==> src/rsc_pkg.sv <==
`default_nettype none
package rsc_pkg;
  // ---------------------------------------------------------------
  // Register map
  // ---------------------------------------------------------------
  localparam logic [7:0]  RSC_ADDR_STATUS = 8'h00;
  localparam logic [15:0] RSC_STATUS_POR  = 16'h0003;
  localparam logic [15:0] RSC_IMPL_MASK   = 16'hebff;
  localparam logic [15:0] RSC_CTRL_MASK   = 16'h0920;
  localparam logic [15:0] RSC_CTRL_RST    = 16'h0000;
  // ---------------------------------------------------------------
  // Field positions of reset_cause_status
  // ---------------------------------------------------------------
  localparam int RSC_BIT_POR       = 0;
  localparam int RSC_BIT_BROWNOUT  = 1;
  localparam int RSC_BIT_IDLE      = 2;
  localparam int RSC_BIT_SLEEP     = 3;
  localparam int RSC_BIT_WATCHDOG  = 4;
  localparam int RSC_BIT_WDT_EN    = 5;
  localparam int RSC_BIT_SW_RESET  = 6;
  localparam int RSC_BIT_EXTR      = 7;
  localparam int RSC_BIT_VREG      = 8;
  localparam int RSC_BIT_CFG_MISMATCH = 9;
  localparam int RSC_BIT_FVREG     = 11;
  localparam int RSC_BIT_SBOR_EN   = 13;
  localparam int RSC_BIT_ILLEGAL   = 14;
  localparam int RSC_BIT_TRAP      = 15;
  localparam int RSC_WIDTH         = 16;
  localparam int RSC_SRC_N         = 9;
endpackage
`default_nettype wire

==> src/rsc_reset_combiner.sv <==
// Decided for this implementation: the APB register port and the address map.
`default_nettype none
module rsc_reset_combiner
#(
  parameter bit CFG_MISMATCH_PRESENT = 1'b1
) (
  input  wire logic        CLOCK,
  input  wire logic        RESET_N,
  input  wire logic        PSEL,
  input  wire logic        PENABLE,
  input  wire logic        PWRITE,
  input  wire logic [7:0]  PADDR,
  input  wire logic [31:0] PWDATA,
  input  wire logic [3:0]  PSTRB,
  output logic      [31:0] PRDATA,
  output logic             PREADY,
  output logic             PSLVERR,
  input  wire logic        BROWN_OUT_RESET,
  input  wire logic        EXTERNAL_CLEAR_PIN_RESET,
  input  wire logic        SOFTWARE_RESET_INSTRUCTION,
  input  wire logic        WATCHDOG_TIMEOUT_RESET,
  input  wire logic        CONFIG_MISMATCH_RESET,
  input  wire logic        TRAP_CONFLICT_RESET,
  input  wire logic        ILLEGAL_OPCODE_RESET,
  input  wire logic        UNINIT_WREG_RESET,
  input  wire logic        SECURITY_RESET,
  input  wire logic        SLEEP_WAKE_EVENT,
  input  wire logic        IDLE_WAKE_EVENT,
  output logic             MASTER_SYSTEM_RESET,
  output logic             SOFT_BROWNOUT_ENABLE,
  output logic             WATCHDOG_SW_ENABLE,
  output logic             REGULATOR_STANDBY_CTRL,
  output logic             FLASH_REGULATOR_CTRL
);
  import rsc_pkg::*;

  // ---------------------------------------------------------------
  // Sources
  // ---------------------------------------------------------------
  logic [15:0]          status_r;
  logic [15:0]          status_nxt;
  logic                 master_r;
  logic [15:0]          set_mask;
  logic [15:0]          wake_mask;
  logic                 any_src;
  logic [15:0]          wr_data;
  logic [15:0]          wr_mask;
  logic [15:0]          written;
  logic [15:0]          ctrl_forced;
  logic [RSC_SRC_N-1:0] src_vec;

  assign src_vec = {SECURITY_RESET, UNINIT_WREG_RESET,
                    ILLEGAL_OPCODE_RESET, TRAP_CONFLICT_RESET,
                    CONFIG_MISMATCH_RESET, WATCHDOG_TIMEOUT_RESET,
                    SOFTWARE_RESET_INSTRUCTION,
                    EXTERNAL_CLEAR_PIN_RESET, BROWN_OUT_RESET};

  rsc_source_combiner #(
    .CFG_MISMATCH_PRESENT (CFG_MISMATCH_PRESENT)
  ) u_comb (
    .src        (src_vec),
    .set_mask   (set_mask),
    .any_active (any_src)
  );

  // ---------------------------------------------------------------
  // Register bus
  // ---------------------------------------------------------------
  rsc_apb_slave u_apb (
    .clk      (CLOCK),
    .rst_n    (RESET_N),
    .psel     (PSEL),
    .penable  (PENABLE),
    .pwrite   (PWRITE),
    .paddr    (PADDR),
    .pwdata   (PWDATA),
    .pstrb    (PSTRB),
    .rd_value (status_r),
    .prdata   (PRDATA),
    .pready   (PREADY),
    .pslverr  (PSLVERR),
    .wr_data  (wr_data),
    .wr_mask  (wr_mask)
  );

  // ---------------------------------------------------------------
  // Status update
  // ---------------------------------------------------------------
  always_comb begin
    wake_mask                = 16'h0000;
    wake_mask[RSC_BIT_SLEEP] = SLEEP_WAKE_EVENT;
    wake_mask[RSC_BIT_IDLE]  = IDLE_WAKE_EVENT;
  end

  // Plain storage; flags steer nothing that could reset the chip
  assign written = (status_r & ~wr_mask) | (wr_data & wr_mask);
  // Low-power and watchdog controls return to defaults on any reset
  assign ctrl_forced = any_src
                     ? ((written & ~RSC_CTRL_MASK) | RSC_CTRL_RST)
                     : written;
  // Hardware set wins over a software clear in the same cycle;
  // flags of other causes keep what they held
  assign status_nxt = (ctrl_forced | set_mask | wake_mask)
                    & RSC_IMPL_MASK;

  always_ff @(posedge CLOCK or negedge RESET_N) begin
    if (!RESET_N) begin
      status_r <= RSC_STATUS_POR;
      master_r <= 1'b1;
    end else begin
      status_r <= status_nxt;
      master_r <= any_src;
    end
  end

  // ---------------------------------------------------------------
  // Outputs
  // ---------------------------------------------------------------
  assign MASTER_SYSTEM_RESET    = master_r;
  assign SOFT_BROWNOUT_ENABLE   = status_r[RSC_BIT_SBOR_EN];
  assign WATCHDOG_SW_ENABLE     = status_r[RSC_BIT_WDT_EN];
  assign REGULATOR_STANDBY_CTRL = status_r[RSC_BIT_VREG];
  assign FLASH_REGULATOR_CTRL   = status_r[RSC_BIT_FVREG];

  logic first_r;
  always_ff @(posedge CLOCK or negedge RESET_N) begin
    if (!RESET_N) begin
      first_r <= 1'b1;
    end else begin
      first_r <= 1'b0;
    end
  end

  wire any_illegal = ILLEGAL_OPCODE_RESET | UNINIT_WREG_RESET
                   | SECURITY_RESET;
  wire quiet       = ~any_src & ~SLEEP_WAKE_EVENT & ~IDLE_WAKE_EVENT;
  wire sw_write    = |wr_mask;
  wire [15:0] strb_mask = {{8{PSTRB[1]}}, {8{PSTRB[0]}}};
  wire rd_taken    = PSEL & PENABLE & ~PREADY & ~PWRITE & (PADDR == RSC_ADDR_STATUS);
  wire err_taken   = PSEL & PENABLE & ~PREADY & (PADDR != RSC_ADDR_STATUS);
endmodule
`default_nettype wire

==> src/rsc_apb_slave.sv <==
`default_nettype none
module rsc_apb_slave
  import rsc_pkg::*;
(
  input  wire logic        clk,
  input  wire logic        rst_n,
  input  wire logic        psel,
  input  wire logic        penable,
  input  wire logic        pwrite,
  input  wire logic [7:0]  paddr,
  input  wire logic [31:0] pwdata,
  input  wire logic [3:0]  pstrb,
  input  wire logic [15:0] rd_value,
  output logic      [31:0] prdata,
  output logic             pready,
  output logic             pslverr,
  output logic      [15:0] wr_data,
  output logic      [15:0] wr_mask
);
  // ---------------------------------------------------------------
  // Decode
  // ---------------------------------------------------------------
  logic        pready_r;
  logic [31:0] prdata_r;
  logic        pslverr_r;
  wire         hit    = (paddr == RSC_ADDR_STATUS);
  wire         first  = psel & penable & ~pready_r;
  // A write lands only at the edge where pready is seen high
  wire         wr_en  = psel & penable & pready_r & pwrite & hit;

  assign wr_data = pwdata[15:0];
  assign wr_mask = {{8{pstrb[1] & wr_en}}, {8{pstrb[0] & wr_en}}};
  assign prdata  = prdata_r;
  assign pready  = pready_r;
  assign pslverr = pslverr_r;

  // ---------------------------------------------------------------
  // One wait state: answer in the second access cycle
  // ---------------------------------------------------------------
  always_ff @(posedge clk or negedge rst_n) begin
    if (!rst_n) begin
      pready_r  <= 1'b0;
      prdata_r  <= 32'h0000_0000;
      pslverr_r <= 1'b0;
    end else begin
      pready_r <= first;
      if (first) begin
        prdata_r  <= (hit && !pwrite) ? {16'h0000, rd_value} : 32'h0000_0000;
        pslverr_r <= ~hit;
      end
    end
  end
endmodule
`default_nettype wire

==> src/rsc_source_combiner.sv <==
`default_nettype none
module rsc_source_combiner
  import rsc_pkg::*;
#(
  parameter bit CFG_MISMATCH_PRESENT = 1'b1
) (
  input  wire logic [RSC_SRC_N-1:0] src,
  output logic      [15:0]          set_mask,
  output logic                      any_active
);
  // ---------------------------------------------------------------
  // Source order: brown-out, pin, instruction, watchdog, mismatch,
  // trap, opcode, wreg, security
  // ---------------------------------------------------------------
  wire [RSC_SRC_N-1:0] live = src & {4'hf, CFG_MISMATCH_PRESENT, 4'hf};
  wire                 illegal = |live[8:6];

  assign any_active = |live;
  always_comb begin
    set_mask                  = 16'h0000;
    set_mask[RSC_BIT_BROWNOUT] = live[0];
    set_mask[RSC_BIT_EXTR]    = live[1];
    set_mask[RSC_BIT_SW_RESET] = live[2];
    set_mask[RSC_BIT_WATCHDOG] = live[3];
    set_mask[RSC_BIT_CFG_MISMATCH] = live[4];
    set_mask[RSC_BIT_TRAP]    = live[5];
    // Three illegal-condition causes share one flag
    set_mask[RSC_BIT_ILLEGAL] = illegal;
  end
endmodule
`default_nettype wire

==> config.mk <==
export PLATFORM = sky130hd
export DESIGN_NAME = rsc_reset_combiner
export DESIGN_NICKNAME = d
export VERILOG_FILES = /design/src/rsc_pkg.sv /design/src/rsc_reset_combiner.sv /design/src/rsc_apb_slave.sv /design/src/rsc_source_combiner.sv
export SDC_FILE = /design/constraint.sdc
export NUM_CORES = 1
export LEC_CHECK = 0
export BUFFER_PORTS_ARGS = -buffer_cell sky130_fd_sc_hd__buf_2
export CORE_MARGIN = 1
export CORE_UTILIZATION = 44
export DETAILED_ROUTE_END_ITERATION = 16
export PLACE_DENSITY = 0.84
export SLEW_MARGIN = 20
export SYNTH_ARGS = -nofsm -noshare
export SYNTH_HDL_FRONTEND = slang
export SYNTH_SLANG_ARGS = --single-unit
export TNS_END_PERCENT = 30
==> constraint.sdc <==
create_clock -name CLOCK -period 3.2 [get_ports CLOCK]
set_input_delay 0.64 -clock CLOCK [delete_from_list [all_inputs] [get_ports CLOCK]]
set_output_delay 0.64 -clock CLOCK [all_outputs]
set_load 0.1 [all_outputs]
Word level (Yosys, flattened, before mapping)
Cells that the tools add are included.
- memory bits (read-only): 0
- memories: 0
- latch bits: 0
- RAM bits: 0
- register bits after elaboration: 49
- divide/modulo/power cells: 0
- $mul: 0
- multiplexer cells: 2
- add/subtract/negate cells: 0
- reduce and logical (&&, ||, !) cells: 5
- bitwise gates (word level): 15
- equality and inequality tests: 0
- shifts and indexed selects: 0
- $lt $le $gt $ge: 0
- operator list (kind ; number):
    16-bit AND ; 2
    16-bit bitwise OR ; 2
    16-bit 2-to-1 mux ; 1
    16-bit NOT ; 1
    16-bit by 4-bit bitwise OR with 16-bit output ; 1
    12-bit 2-to-1 mux ; 1
    9-bit OR reduction ; 1
    8-bit zero test ; 1
    1-bit AND ; 7
    3-bit OR reduction ; 1
    1-bit NOT ; 2
    1-bit logical AND ; 1
    1-bit zero test ; 1

Depth between registers and ports, before layout
- depth in word-level cells: 11
- gate-level depth with buffers: 5
- mapped depth without buffers: 4

Modules after synthesis
A second synthesis with hierarchy kept.
- cells, all modules: 179
- area, all modules: 1891.8 um^2
- by module, submodules not included (module ; area each (um^2) ; times used ; cells an instance ; sequential area each (um^2)):
    rsc_apb_slave ; 1141.1 ; 1 ; 113 ; 450.4
    rsc_reset_combiner ; 605.6 ; 1 ; 46 ; 379.1
    rsc_source_combiner ; 145.1 ; 1 ; 20 ; 0.0

Worst setup path after synthesis
No wires, ideal clock.
- kind: register to register
- from: register u_apb.pready_r, in the netlist u_apb.pready
- to: register (tool-made name)
- clock period less this slack: 1921 ps
- stages on the path, launching flop included: 4
- data arrival time: 1795 ps
- setup slack: 1279 ps
- setup time: 126 ps
- data required time: 3074 ps
- path through: dfrtp_1 and4_1 nand4_2 mux2_2
- RTL lines (what ; RTL line ; text):
    start, declared ; rsc_apb_slave.sv:23 ; logic pready_r;
    start signal, assigned ; rsc_apb_slave.sv:46 ; pready_r <= first;

Final worst setup path
- from: register master_r, in the netlist MASTER_SYSTEM_RESET
- to: output MASTER_SYSTEM_RESET
- RTL lines (what ; RTL line ; text):
    start, declared ; rsc_reset_combiner.sv:42 ; logic master_r;
    start signal, assigned ; rsc_reset_combiner.sv:112 ; master_r <= any_src;
    end, declared ; rsc_reset_combiner.sv:29 ; output logic MASTER_SYSTEM_RESET,
No word-level cell between the ends.

==> impl_metrics.tcl <==
set metrics [dict create \
    yosys.area.top_type_share 0.494 \
    syn_inst 115 \
    cp_max_fo 1 \
    grt_remaining_overflow 0 \
    async_flop_share 1.00 \
    finalSetupViolCount 0 \
    grt_util_all_layers 0.178 \
    ys_seq_elements 31 \
    post-cts-setup-buffers 0 \
    worstSetupStartpointType "register" \
    fmax_mhz 526 \
    final.fill_count 279 \
    routed_via_density 4.83 \
    crit_type "register to output pin" \
    syn_avg_cell_area_um2 12.3 \
    hold_viol_final 0 \
    cts_resized 0 \
    cts_buffers 5 \
    period_minus_slack_ns 1.90 \
    design.die.area_um2 3450 \
    rrSetupSlack_ns 1.46 \
    synth_area_leader_cell "dfrtp_1" \
    post-route-period-util 0.594 \
    cts_tree "yes" \
    synth_commonest_cells "28 x dfrtp_1, 18 x buf_4, 13 x a22o_2, 12 x nor2_1, 9 x nor3_1" \
    path_cells "buf_2" \
    grt_pass1_vias 1012 \
    grt_max_degree 32 \
    maxSlewViolCount 0 \
    crit_required_ns 2.56 \
    wl_per_cell_um 12.5 \
    layout.nets 238 \
    cts_max_path_buffers 2 \
    htreeDepth 2 \
    synth.distinct_cells 23 \
    status "complete, no violations" \
    drc 0 \
    antenna_left 0 \
    vdd_drop_max_mv 0.206 \
    finalSetupTns_ns 0 \
    path_buf_inv 1 \
    power_uw 860 \
    netlist_top_cells_area "dfrtp_1 49%, buf_4 9.5%, a22o_2 9.2%" \
    yosysMostFrequentCell "dfrtp_1" \
    clk_latency_ns 0.33 \
    areaGrowthSynthToFinish_pct 24.2 \
    max_stage_delay_ns 0.53 \
    drive_gt1_frac 0.525 \
    synth-edff-count 0 \
    first_iter_violations 50 \
    p_per_area_nw_per_um2 489 \
    ys.warnings.count 0 \
    dp_hpwl_um 2050 \
    hold_path_class "input port to asynchronous set/reset pin" \
    chipHeight_um 58.8 \
    wl_um 2780 \
    num_antenna_cells 0 \
    tightestPinTransition_ns 0.666 \
    gp_congestion 0.773 \
    vias 1078 \
    die_w_um 58.8 \
    clkTransAtPathRegs_ns 0.10 \
    cts_root_buf "clkbuf_4" \
    rsz0062_at_grt "false" \
    max_slew_margin 0.556 \
    drv_cap 0 \
    ios 99 \
    clock-sinks 31 \
    port_buffers 60 \
    synthFlopType "dfrtp_1" \
    start_util 0.464 \
    multi_input_area_um2 536 \
    cp.arrival_ns 1.26 \
    fin_worst_skew_ns 0.00722 \
    dpl-instance-area_um2 1670 \
    dr.pass1.iters 4 \
    slowest_stage "dfstp_2" \
    register_area_um2 779 \
    design_area_um2 1760 \
    hold_buffers 0 \
    leakagePower_uw 0.000940 \
    core_um2 3050 \
    mappedNetlistArea_um2 1420 \
    grt_pass1_wl_um 4500 \
    antenna_found_initial 0 \
    endpoint_kind "output pin" \
    path_delay_family "flip-flops" \
    yosysSeqAreaShare 0.550 \
    num_rows 20 \
]
cell type report:
type                    count  area share
clock buffers               6      0.0291
clock inverters             2      0.0199
inverters                   1     0.00213
multi-input cells          79       0.304
flip-flops and latches     31       0.443
well taps                  44      0.0313
repair buffers             60       0.171
where the power goes:
group / switching [µW] / internal, µW / total [µW] / leakage (µW)
clock: 134 / 185 / 319 / 0.0000482
sequential: 0.690 / 393 / 394 / 0.000375
combinational: 126 / 21.2 / 148 / 0.000517
total: 261 / 599 / 860 / 0.000940
routing by layer:
metal  track usage  vias up  wire length (µm)
li1              -      505                 -
met1         0.201      511              1120
met2         0.313       56              1400
met3        0.0484        6               209
met4        0.0816        0                55
met5             0        -                 0
path summary, 6_finish.rpt:
check                      depth (start not counted)                   to                start
max                                                1  MASTER_SYSTEM_RESET  MASTER_SYSTEM_RESET
min                                                1      u_apb.prdata[9]              RESET_N
max reg2reg                                        3     u_apb.prdata[14]         u_apb.pready
min reg2reg                                        1      u_apb.prdata[3]          status_r[3]
max in group asynchronous                          1      u_apb.prdata[1]              RESET_N
min in group CLOCK                                 1      u_apb.prdata[3]          status_r[3]
through the flow:
step	hold WS, ns	std cells	worst slack, ns	util
floorplan	0.344	132	1.28	-
global placement	0.471	215	1.14	0.548
detailed placement	0.482	215	1.09	0.548
CTS	0.346	223	1.28	0.577
global route	0.363	223	1.26	0.577
finish	0.333	223	1.30	0.577
cell families (layout without fill, tap and decap cells):
logic type	count (synthesis)	in the layout	share of synthesized area
AND/OR/NAND/NOR	32	32	0.152
flip-flops	31	31	0.550
AO/OA/AOI/OAI	22	22	0.126
buffers and inverters	22	69	0.117
multiplexers	7	7	0.0521
other	1	18	0.00265
state kept, by name, summed over array words and instances (netlist names), named ones only:
name / cells
status_r: 12
u_apb.prdata: 14
MASTER_SYSTEM_RESET: 1
u_apb.pready: 1
u_apb.pslverr: 1
cells in the final DEF (no fill, tap or decap):
cell type	Yosys	layout
nor4_1	1	1
and4_1	1	1
a22o_2	13	13
clkbuf_4	0	5
nand2_2	1	1
dfstp_2	3	3
clkbuf_8	0	1
inv_1	1	1
nand2_1	1	1
a21oi_1	8	8
nand4_2	2	2
nor3_1	9	9
buf_2	1	60
nor3_4	1	1
dfrtp_1	28	28
nand3b_2	1	1
a22o_1	1	1
clkinv_2	0	1
nor4_4	2	2
mux2_2	3	3
nor2_1	12	12
mux2i_1	4	4
bufinv_16	0	1
nand3_1	1	1
conb_1	1	18
Note: power is estimated with default switching activity, not from simulation.
